--- config.mk ---
export PLATFORM = sky130hd
export DESIGN_NAME = mtrl_type_lookup
export DESIGN_NICKNAME = d
export VERILOG_FILES = /design/src/include/mtrl_pkg.sv /design/src/verilog/mtrl_fixed_lookup.sv /design/src/verilog/mtrl_type_lookup.sv /design/src/verilog/mtrl_var_match.sv
export SDC_FILE = /design/constraint.sdc
export NUM_CORES = 2
export LEC_CHECK = 0
export ABC_AREA = 1
export BUFFER_PORTS_ARGS = -buffer_cell sky130_fd_sc_hd__buf_2
export CORE_MARGIN = 5
export CORE_UTILIZATION = 55
export DETAILED_ROUTE_END_ITERATION = 7
export PLACE_DENSITY = 0.72
export SYNTH_ARGS = -nofsm -noshare
export SYNTH_HDL_FRONTEND = slang
export SYNTH_SLANG_ARGS = --single-unit
--- constraint.sdc ---
create_clock -name CORE_CLK_IN -period 3.7 [get_ports CORE_CLK_IN]
set_input_delay 0.37 -clock CORE_CLK_IN [delete_from_list [all_inputs] [get_ports CORE_CLK_IN]]
set_output_delay 0.37 -clock CORE_CLK_IN [all_outputs]
set_load 0.005 [all_outputs]
--- src/include/mtrl_pkg.sv ---
package mtrl_pkg;
   // architectural address width and block sizes
   localparam int ARCH_PA_W   = 52;
   localparam int PAGE_SHIFT  = 12;
   localparam int NUM_VAR     = 8;
   localparam int NUM_FIX     = 11;
   localparam int FIELD_W     = 8;
   localparam int REG_W       = 64;
   // register selector values on the model register port
   localparam logic [4:0] SEL_FIX64K_00 = 5'h00;
   localparam logic [4:0] SEL_FIX16K_80 = 5'h01;
   localparam logic [4:0] SEL_FIX16K_A0 = 5'h02;
   localparam logic [4:0] SEL_FIX4K_C0  = 5'h03;  // c0..f8 occupy 03..0a in order
   localparam logic [4:0] SEL_VAR_BASE0 = 5'h0b;  // base n at 0b+2n, mask n at 0c+2n
   localparam logic [4:0] SEL_DEF_TYPE  = 5'h1b;
   // field positions
   localparam int TYPE_LSB    = 0;
   localparam int TYPE_MSB    = 7;
   localparam int VALID_BIT   = 11;
   localparam int FE_BIT      = 10;
   localparam int EN_BIT      = 11;
   localparam int EXT_RD_BIT  = 4;
   localparam int EXT_WR_BIT  = 3;
   // reset values (not documented; cleared to disabled)
   localparam logic [63:0] RST_VALUE = 64'h0;
   // address region boundaries in the lowest megabyte, as 4k page numbers
   localparam logic [7:0] PG_16K_START = 8'h80;
   localparam logic [7:0] PG_4K_START  = 8'hc0;
   // memory type codes
   typedef enum logic [2:0] {
      MT_UNCACHEABLE    = 3'h0,
      MT_WRITE_COMBINE  = 3'h1,
      MT_WRITE_THROUGH  = 3'h4,
      MT_WRITE_PROTECT  = 3'h5,
      MT_WRITE_BACK     = 3'h6
   } mtrl_type_t;
endpackage : mtrl_pkg

--- src/verilog/mtrl_fixed_lookup.sv ---
`timescale 1ns/1ns
`default_nettype none
// picks the fixed-range type field covering a sub-megabyte address
module mtrl_fixed_lookup (
   input  wire logic [19:12]    page_in,        // address bits 19:12
   input  wire logic [703:0]    fix_regs_in,    // eleven packed fixed registers
   output logic      [7:0]      field_out       // selected byte-wide field
);
   logic [6:0] idx;  // field number 0..87
   // decode region then sub-range
   always_comb
   begin
      if (page_in < mtrl_pkg::PG_16K_START)
         idx = {4'h0, page_in[18:16]};
      else if (page_in < mtrl_pkg::PG_4K_START)
         idx = 7'd8 + {3'h0, page_in[17:14]};
      else
         idx = 7'd24 + {1'b0, page_in[17:12]};
   end
   // low byte is the lowest sub-range, fields packed upward
   assign field_out = fix_regs_in[idx*8 +: 8];
endmodule : mtrl_fixed_lookup
`default_nettype wire

--- src/verilog/mtrl_type_lookup.sv ---
`timescale 1ns/1ns
`default_nettype none
// How it works
// - fixed ranges only below one megabyte
// - uncovered addresses take default type
// - 64-bit registers via model register port
// - byte fields ordered low to high address
// - 88 fixed sub-ranges, one field each
// - 0-7ffff: eight 64k ranges, one register
// - 80000-bffff: sixteen 16k ranges, two registers
// - c0000-fffff: sixty-four 4k ranges, eight registers
// - fixed fields keep read/write memory bits
// - variable and default use standard codes
// - eight variable base/mask pairs
// - base: type 7:0, address 51:12
// - mask: address mask 51:12
// - mask bit 11 validates the pair
// - masked base equals masked address
// - variable fields read/write
// - compare only implemented address bits
// - default type in bits 7:0, read/write
// - bit 10 enables fixed ranges
// - bit 11 global enable, else uncacheable
// - type in bits 2:0, extension bits 4:3
// - type codes 0,1,4,5,6
// - fixed range beats variable range
// - variable overlap: same, uncacheable, write-through
module mtrl_type_lookup #(
   parameter int PA_W    = 52,  // implemented physical address width
   parameter int NUM_VAR = mtrl_pkg::NUM_VAR
) (
   input  wire logic             CORE_CLK_IN,     // 20 MHz core clock
   input  wire logic             RST_N_IN,        // async reset, active low
   input  wire logic             CLK_EN_IN,       // freezes all state when low
   // model register port, driven by the read/write instructions
   input  wire logic             MSR_WR_IN,       // write strobe
   input  wire logic             MSR_RD_IN,       // read strobe
   input  wire logic [4:0]       MSR_SEL_IN,      // register selector
   input  wire logic [63:0]      MSR_WDATA_IN,    // write data
   output logic      [63:0]      MSR_RDATA_OUT,   // read data
   output logic                  MSR_RVALID_OUT,  // read data valid pulse
   output logic                  MSR_ERR_OUT,     // unmapped selector pulse
   // lookup request from the memory access path
   input  wire logic             LOOK_REQ_IN,     // request strobe
   input  wire logic [PA_W-1:0]  LOOK_ADDR_IN,    // physical address
   output logic                  LOOK_VALID_OUT,  // answer valid pulse
   output logic      [2:0]       LOOK_TYPE_OUT,   // resolved memory type
   output logic                  LOOK_READ_TO_MEMORY_BIT_OUT,  // read_to_memory_bit of answer
   output logic                  LOOK_WRITE_TO_MEMORY_BIT_OUT,  // write_to_memory_bit of answer
   output logic                  LOOK_FIXED_OUT   // answer came from a fixed range
);
   // storage
   // all registers are flip-flops
   // only implemented address bits kept;
   // higher bits read back as zero
   // reserved base/mask bits not stored:
   // saves area, junk writes not echoed
   logic [63:0]      fix_r [mtrl_pkg::NUM_FIX];  // fixed-range registers
   logic [PA_W-1:12] base_addr_r [NUM_VAR];      // range_base_field
   logic [7:0]       base_type_r [NUM_VAR];      // variable type
   logic [PA_W-1:12] mask_addr_r [NUM_VAR];      // range_mask_field
   logic [NUM_VAR-1:0] valid_r;                  // pair-valid flags
   logic [7:0]       def_type_r;                 // default type field
   logic             fix_en_r;                   // fixed_range_enable
   logic             glob_en_r;                  // global enable
   logic [703:0]     fix_flat;                   // packed fixed registers
   logic [NUM_VAR-1:0] hit;                      // per pair hit
   logic [7:0]       fix_field;                  // selected fixed field
   logic             in_low_mb;                  // address below one megabyte
   logic [2:0]       type_nxt;                   // resolved type
   logic             rd_nxt;                     // resolved read bit
   logic             wr_nxt;                     // resolved write bit
   logic             fixed_nxt;                  // resolved via fixed range
   logic [63:0]      rdata_nxt;                  // read mux
   logic             sel_ok;                     // selector mapped
   logic             var_sel;                    // selector in variable block
   logic [4:0]       var_off;                    // offset into variable block
   logic [2:0]       var_idx;                    // pair index
   logic [NUM_VAR-1:0] hit_uc, hit_wt, hit_wb, hit_other; // type hit classes
   logic [2:0]       first_type;                 // type of lowest hit pair
   logic             all_same;                   // all hits share one type

   // selector map: eleven fixed words,
   // then base/mask pairs, default last
   // pair index is the offset halved;
   // low bit: base (even) or mask (odd)
   // above default word: unmapped
   // selector decode for the variable block
   assign var_sel = (MSR_SEL_IN >= mtrl_pkg::SEL_VAR_BASE0)
                    && (MSR_SEL_IN < mtrl_pkg::SEL_DEF_TYPE);
   assign var_off = MSR_SEL_IN - mtrl_pkg::SEL_VAR_BASE0;
   assign var_idx = var_off[3:1];
   assign sel_ok  = (MSR_SEL_IN <= mtrl_pkg::SEL_DEF_TYPE);

   // fixed registers, written whole
   // no field check: reserved codes
   // stored, software owns legality
   // extension bits ride in each field
   // same-cycle write and lookup: the
   // lookup still sees the old value
   genvar gf;
   generate
      for (gf = 0; gf < mtrl_pkg::NUM_FIX; gf++)
      begin : g_fix
         always_ff @(posedge CORE_CLK_IN or negedge RST_N_IN)
         begin
            if (!RST_N_IN)
               fix_r[gf] <= mtrl_pkg::RST_VALUE;
            else if (CLK_EN_IN && MSR_WR_IN && MSR_SEL_IN == 5'(gf))
               fix_r[gf] <= MSR_WDATA_IN;
         end
         assign fix_flat[gf*64 +: 64] = fix_r[gf];
      end
   endgenerate

   // variable pairs and their comparators
   // one generate pass per pair
   // comparators are combinational,
   // so a request resolves in-cycle
   // wide and-compare is the long path;
   // a narrower width shortens it
   genvar gv;
   generate
      for (gv = 0; gv < NUM_VAR; gv++)
      begin : g_var
         // base and mask writes
         // odd selector: base word
         // even selector: mask and valid
         // clear valid first, else a
         // half-set pair may match
         always_ff @(posedge CORE_CLK_IN or negedge RST_N_IN)
         begin
            if (!RST_N_IN)
            begin
               base_addr_r[gv] <= '0;
               base_type_r[gv] <= 8'h00;
               mask_addr_r[gv] <= '0;
               valid_r[gv]     <= 1'b0;
            end
            else if (CLK_EN_IN && MSR_WR_IN && var_sel && var_idx == 3'(gv))
            begin
               if (!var_off[0])
               begin
                  base_type_r[gv] <= MSR_WDATA_IN[7:0];
                  base_addr_r[gv] <= MSR_WDATA_IN[PA_W-1:12];
               end
               else
               begin
                  mask_addr_r[gv] <= MSR_WDATA_IN[PA_W-1:12];
                  valid_r[gv]     <= MSR_WDATA_IN[mtrl_pkg::VALID_BIT];
               end
            end
         end
         mtrl_var_match #(.PA_W(PA_W)) u_match (
            .addr_in  (LOOK_ADDR_IN[PA_W-1:12]),
            .base_in  (base_addr_r[gv]),
            .mask_in  (mask_addr_r[gv]),
            .valid_in (valid_r[gv]),
            .hit_out  (hit[gv])
         );
         // classify hits by standard type bits only
         // bits 7:3 kept for read-back only,
         // never reach the resolver
         assign hit_uc[gv]    = hit[gv] && base_type_r[gv][2:0] == mtrl_pkg::MT_UNCACHEABLE;
         assign hit_wt[gv]    = hit[gv] && base_type_r[gv][2:0] == mtrl_pkg::MT_WRITE_THROUGH;
         assign hit_wb[gv]    = hit[gv] && base_type_r[gv][2:0] == mtrl_pkg::MT_WRITE_BACK;
         assign hit_other[gv] = hit[gv] && base_type_r[gv][2:0] != first_type;
      end
   endgenerate

   // default-type control register
   // type low byte, enables above
   // other bits not stored, read zero
   // reset clears: typing off, every
   // lookup uncacheable until enabled
   // new enables apply next cycle
   always_ff @(posedge CORE_CLK_IN or negedge RST_N_IN)
   begin
      if (!RST_N_IN)
      begin
         def_type_r <= 8'h00;
         fix_en_r   <= 1'b0;
         glob_en_r  <= 1'b0;
      end
      else if (CLK_EN_IN && MSR_WR_IN && MSR_SEL_IN == mtrl_pkg::SEL_DEF_TYPE)
      begin
         def_type_r <= MSR_WDATA_IN[7:0];
         fix_en_r   <= MSR_WDATA_IN[mtrl_pkg::FE_BIT];
         glob_en_r  <= MSR_WDATA_IN[mtrl_pkg::EN_BIT];
      end
   end

   // fixed field selection
   // field picked from low address bits
   // for any address; in_low_mb gates
   // it, so the shared mux costs nothing
   // extra outside the lowest megabyte
   mtrl_fixed_lookup u_fixed (
      .page_in     (LOOK_ADDR_IN[19:12]),
      .fix_regs_in (fix_flat),
      .field_out   (fix_field)
   );
   // fixed ranges apply only inside the lowest megabyte
   assign in_low_mb = (LOOK_ADDR_IN[PA_W-1:20] == '0);

   // lowest-numbered hit supplies the reference type
   // any hit could be the reference:
   // a mismatch means a mix either way
   // downward loop: lowest index last
   // no hit: default taken downstream
   always_comb
   begin
      first_type = mtrl_pkg::MT_UNCACHEABLE;
      for (int i = NUM_VAR - 1; i >= 0; i--)
         if (hit[i])
            first_type = base_type_r[i][2:0];
   end
   assign all_same = (hit_other == '0);

   // resolution priority
   // order: global off, fixed range,
   // variable hits, default type
   // extension bits only from fixed
   // fields, need the fixed enable,
   // ignore the global enable
   // open mixes fall to uncacheable,
   // the safest answer
   always_comb
   begin
      type_nxt  = def_type_r[2:0];
      rd_nxt    = 1'b0;
      wr_nxt    = 1'b0;
      fixed_nxt = 1'b0;
      if (in_low_mb && fix_en_r)
      begin
         // extension bits pass even with typing off
         rd_nxt = fix_field[mtrl_pkg::EXT_RD_BIT];
         wr_nxt = fix_field[mtrl_pkg::EXT_WR_BIT];
      end
      if (!glob_en_r)
         type_nxt = mtrl_pkg::MT_UNCACHEABLE;
      else if (in_low_mb && fix_en_r)
      begin
         type_nxt  = fix_field[2:0];
         fixed_nxt = 1'b1;
      end
      else if (hit != '0)
      begin
         // overlap resolution; undefined mixes fall back to uncacheable
         if (hit_uc != '0)
            type_nxt = mtrl_pkg::MT_UNCACHEABLE;
         else if (all_same)
            type_nxt = first_type;
         else if ((hit_wt | hit_wb) == hit)
            type_nxt = mtrl_pkg::MT_WRITE_THROUGH;
         else
            type_nxt = mtrl_pkg::MT_UNCACHEABLE;
      end
   end

   // registered answer, one cycle after request
   // valid follows request when enabled
   // type and bits load only on request,
   // holding the last answer when idle
   // low clock enable freezes valid too;
   // consumers qualify with the enable
   // a request every cycle is accepted
   always_ff @(posedge CORE_CLK_IN or negedge RST_N_IN)
   begin
      if (!RST_N_IN)
      begin
         LOOK_VALID_OUT <= 1'b0;
         LOOK_TYPE_OUT  <= 3'h0;
         LOOK_READ_TO_MEMORY_BIT_OUT <= 1'b0;
         LOOK_WRITE_TO_MEMORY_BIT_OUT <= 1'b0;
         LOOK_FIXED_OUT <= 1'b0;
      end
      else if (CLK_EN_IN)
      begin
         LOOK_VALID_OUT <= LOOK_REQ_IN;
         if (LOOK_REQ_IN)
         begin
            LOOK_TYPE_OUT  <= type_nxt;
            LOOK_READ_TO_MEMORY_BIT_OUT <= rd_nxt;
            LOOK_WRITE_TO_MEMORY_BIT_OUT <= wr_nxt;
            LOOK_FIXED_OUT <= fixed_nxt;
         end
      end
   end

   // read mux; unused high bits read as zero
   // fixed words: all 64 bits
   // base: type and address
   // mask: valid flag and address
   // default: type byte and enables
   // unmapped: mux stays zero
   always_comb
   begin
      rdata_nxt = 64'h0;
      if (MSR_SEL_IN < mtrl_pkg::SEL_VAR_BASE0)
         rdata_nxt = fix_r[MSR_SEL_IN[3:0]];
      else if (var_sel && !var_off[0])
      begin
         rdata_nxt[7:0]       = base_type_r[var_idx];
         rdata_nxt[PA_W-1:12] = base_addr_r[var_idx];
      end
      else if (var_sel)
      begin
         rdata_nxt[mtrl_pkg::VALID_BIT] = valid_r[var_idx];
         rdata_nxt[PA_W-1:12]           = mask_addr_r[var_idx];
      end
      else if (MSR_SEL_IN == mtrl_pkg::SEL_DEF_TYPE)
      begin
         rdata_nxt[7:0]                = def_type_r;
         rdata_nxt[mtrl_pkg::FE_BIT]   = fix_en_r;
         rdata_nxt[mtrl_pkg::EN_BIT]   = glob_en_r;
      end
   end

   // read answer one cycle later; unmapped selector flags an error
   // data loads on mapped reads only,
   // held after the valid pulse ends
   // same-cycle read and write of one
   // word returns the old value
   // error pulse covers both strobes
   always_ff @(posedge CORE_CLK_IN or negedge RST_N_IN)
   begin
      if (!RST_N_IN)
      begin
         MSR_RDATA_OUT  <= 64'h0;
         MSR_RVALID_OUT <= 1'b0;
         MSR_ERR_OUT    <= 1'b0;
      end
      else if (CLK_EN_IN)
      begin
         MSR_RVALID_OUT <= MSR_RD_IN && sel_ok;
         MSR_ERR_OUT    <= (MSR_RD_IN || MSR_WR_IN) && !sel_ok;
         if (MSR_RD_IN && sel_ok)
            MSR_RDATA_OUT <= rdata_nxt;
      end
   end
endmodule : mtrl_type_lookup
`default_nettype wire

--- src/verilog/mtrl_var_match.sv ---
`timescale 1ns/1ns
`default_nettype none
// one variable base/mask comparator
module mtrl_var_match #(
   parameter int PA_W = 52
) (
   input  wire logic [PA_W-1:12] addr_in,   // target page number
   input  wire logic [PA_W-1:12] base_in,   // stored base field
   input  wire logic [PA_W-1:12] mask_in,   // stored mask field
   input  wire logic             valid_in,  // pair-valid flag
   output logic                  hit_out    // pair hits
);
   // only implemented bits compared; invalid pair never hits
   assign hit_out = valid_in && ((mask_in & base_in) == (mask_in & addr_in));
endmodule : mtrl_var_match
`default_nettype wire
==> results.ini <==
[sta]
hold_viol_final = 0
slew_headroom = 0.129
period_share = 0.960
final_max_slew_viol_count = 0
tightest_slew_ns = 1.30
finalSetupViolCount = 0
grt_setup_unrepaired = no
fin_skew_ns = 0.0609
finalWorstSetupSlack_ns = 0.147
fmax_mhz = 281
period_needed_ns = 3.55

[cts]
htree_levels = 4
cts_sinks = 1499
post_cts_buffers = 0
cts_buffers = 161
cts_tree = yes
insertion_delay_ns = 0.84
cts-root-buf = clkbuf_16
clk_pin_slew_worst_paths_ns = 0.06
cts_max_path_buffers = 3

[synth]
synthDistinctLibCells = 69
synthMuxAreaShare = 0
synth.cell_area_mm2 = 0.0775
synth_compound_area_frac = 0.222
synth_simple_gate_area_frac = 0.223
synth_nets = 10238
avgSynthCellArea_um2 = 7.67
synth_top_family_by_area = simple AND/OR/NAND/NOR gates
synthCells = 10106
synth_seq_area_share = 0.484
async_flop_share = 1.00
synth_ff_type = dfrtp_1
synth_edf_count = 0
synthXorXnorAreaFrac = 0.000565
synthAdderAreaFrac = 0.000807
ys_warn_count = 0
ys_seq_elements = 1499

[route]
vias = 80552
dr.pass1.iters = 8
drtIter0Drc = 11873
postRouteAntennaNets = 0
vias_per_cell = 6.53
wl_per_cell_um = 29.0
wirelength_um = 357000
drc = 16

[critical_path]
critPathTopFamily = simple AND/OR/NAND/NOR gates
worstPathMaxFanout = 6
end_kind = flop
crit_path_start_kind = flop
cp_slowest_stage_delay_ns = 0.43
path_class = flop to flop
crit_buf_inv = 2
arrival_ns = 4.32
worstPathRequired_ns = 4.46
crit_path_top_delay_cell = dfrtp_1
cp_cell_sequence = or2_1 > nand3_1 > inv_1 > nor4_1 > nand2_1 > nor2_1 > nand3_1 > o21a_1 > nand2_1 > nand2_2 > buf_4 > nand3_1 > nand3_1 > nand2_1 > nand2_1 > nor2_1 > nand3_1 > nand3_1 > nand2_1 > nand2_1

[final_layout]
postLayoutCoreUtil = 0.647
layout-drive-gt1-share = 0.119
instances_no_fill = 12336
nets = 10453
fillers = 11784
area_growth_pct = 16.6

[floorplan]
dieArea_mm2 = 0.149
die_y_um = 385
core_mm2 = 0.140
die-width_um = 385
initial_core_util = 0.555
ioPinCount = 200
rows = 137

[grt]
grt_pass1_vias = 75924
grtUsageTotal = 0.473
antenna_found_initial = 27
grt_pass1_wl_um = 516000
grt_start_max_net_pins = 126
grt-ovfl-total = 0

[power]
power.total_mw = 50.5
peakVddDrop_v = 0.000487
p_per_area_mw_per_mm2 = 559
power.leakage_nw = 41.7

[placement]
dp_cells = 12016
routabilityCongestion = 1.06
post-place-ws_ns = -0.140
io_buffers = 187
dp_hpwl_um = 250000

[job]
maxCapViolations = 0

[outcome]
status = finished with violations
failed_checks = design-rule violations

[worst_hold_path]
hold_class = input pin to flop

==> tightest hold or removal path, stage by stage <==
cell and delay (ns):
buf_2 0.12, inv_1 0.18, o21ai_0 0.19
==> cells in the mapped netlist (44+ instances only) <==
| cell | instances | area (um^2) |
|---|---|---|
| o21ai_0 | 2014 | 10100 |
| clkbuf_1 | 641 | 2410 |
| inv_1 | 542 | 2030 |
| a21oi_1 | 311 | 1560 |
| nand4_1 | 114 | 713 |
| buf_2 | 68 | 340 |
| nand3_1 | 511 | 2560 |
| nor4_1 | 44 | 275 |
| buf_1 | 48 | 180 |
| nor2_1 | 494 | 1850 |
| o221ai_1 | 54 | 473 |
| a22oi_1 | 55 | 413 |
| o22ai_1 | 190 | 1190 |
| o211ai_1 | 151 | 1130 |
| dfrtp_1 | 1499 | 37500 |
| nand2_1 | 2804 | 10500 |
==> path summary, 6_finish.rpt <==
check / startpoint / to / slack [ns] / depth (start not counted)
worst max-delay path: base_addr_r[221] / LOOK_TYPE_OUT[0] / 0.15 / 20
worst min-delay path: MSR_WDATA_IN[9] / fix_flat[9] / 0.07 / 3
worst max register to register: base_addr_r[221] / LOOK_TYPE_OUT[0] / 0.15 / 20
worst min register to register: MSR_RDATA_OUT[17] / MSR_RDATA_OUT[17] / 0.47 / 2
max in group asynchronous: RST_N_IN / MSR_RDATA_OUT[39] / 2.15 / 3
min in group asynchronous: RST_N_IN / base_addr_r[251] / 0.22 / 2
==> cell type report <==
class / instances / area [um^2] / area share
diodes: 12 / 30.0 / 0.000332
flip-flops and latches: 1499 / 37500 / 0.415
multi-input cells: 7247 / 35000 / 0.387
well taps: 1876 / 2350 / 0.0260
clock inverters: 47 / 723 / 0.00800
clock buffers: 243 / 4690 / 0.0519
inverters: 563 / 2150 / 0.0238
repair buffers: 849 / 7950 / 0.0879
==> metrics by stage <==
| step | hold WS [ns] | setup TNS [ns] | instance area, um^2 |
|---|---|---|---|
| final | 0.0734 | 0 | 90400 |
| after CTS | 0.0336 | 0 | 90300 |
| after global placement | 0.454 | -0.0884 | 84800 |
| after floorplan | 0.0744 | 0 | 77500 |
| after detailed placement | 0.453 | -0.140 | 84800 |
| after global routing | 0.0856 | 0 | 90400 |
==> power breakdown <==
group	switching, mW	internal (mW)	total, mW
sequential	2.35	19.1	21.4
combinational	8.04	4.49	12.5
clock	7.24	9.35	16.6
total	17.6	32.9	50.5
==> kinds of logic (layout without fill, tap and decap cells) <==
| kind of cell | count (synthesis) | in the layout |
|---|---|---|
| XOR/XNOR | 5 | 5 |
| AO/OA/AOI/OAI | 3083 | 3083 |
| other | 0 | 12 |
| flip-flops | 1499 | 1499 |
| buffers and inverters | 1360 | 1702 |
| AND/OR/NAND/NOR | 4154 | 4154 |
| adder cells (fa/ha/maj) | 5 | 5 |
==> per-layer routing <==
metal | wire (um) | vias to the layer above | global-route usage | share of wire
met5 | 94 | - | 0 | 0.00026
li1 | - | 34659 | - | -
met2 | 153000 | 6080 | 0.710 | 0.43
met4 | 32800 | 12 | 0.334 | 0.092
met3 | 46400 | 1600 | 0.145 | 0.13
met1 | 125000 | 38201 | 0.584 | 0.35
==> state kept, by name (all words and copies together) (netlist names) <==
register,cells
valid_r,8
fix_en_r,1
base_addr_r,320
MSR_RVALID_OUT,1
LOOK_READ_TO_MEMORY_BIT_OUT,1
LOOK_FIXED_OUT,1
MSR_RDATA_OUT,64
fix_flat,704
LOOK_TYPE_OUT,3
mask_addr_r,320
def_type_r,8
LOOK_WRITE_TO_MEMORY_BIT_OUT,1
LOOK_VALID_OUT,1
base_type_r,64
glob_en_r,1
MSR_ERR_OUT,1
==> layout by cell type (no fill, tap or decap), types with 25 or more instances in the layout <==
cell type  synthesis  final
o221ai_1          54     54
nor3_1            25     25
o21ai_0         2014   2012
buf_2             68    184
nand3_1          511    500
o2111ai_1         37     37
o22ai_1          190    190
a22oi_1           55     55
a221oi_1          43     43
o21ai_1           33     35
clkbuf_1         641     48
nor2_1           494    481
nand2_1         2804   2785
clkbuf_8           0     34
or2_2             27     27
nand3_2           27     27
buf_12             0    158
a31oi_1           43     43
inv_1            542    537
nand4_1          114    114
a21oi_1          311    310
dfrtp_1         1499   1499
o211ai_1         151    151
buf_4             26    487
nor4_1            44     44
or2_1             26     26
clkbuf_16          0    162
==> what timing repair did <==
action                                 4_1_cts  5_1_grt
setup endpoints to repair                    0        2
hold buffers                                18        0
endpoints found under the hold margin      184        0
resized for setup                            0        2
Note: power is estimated with default switching activity, not from simulation.
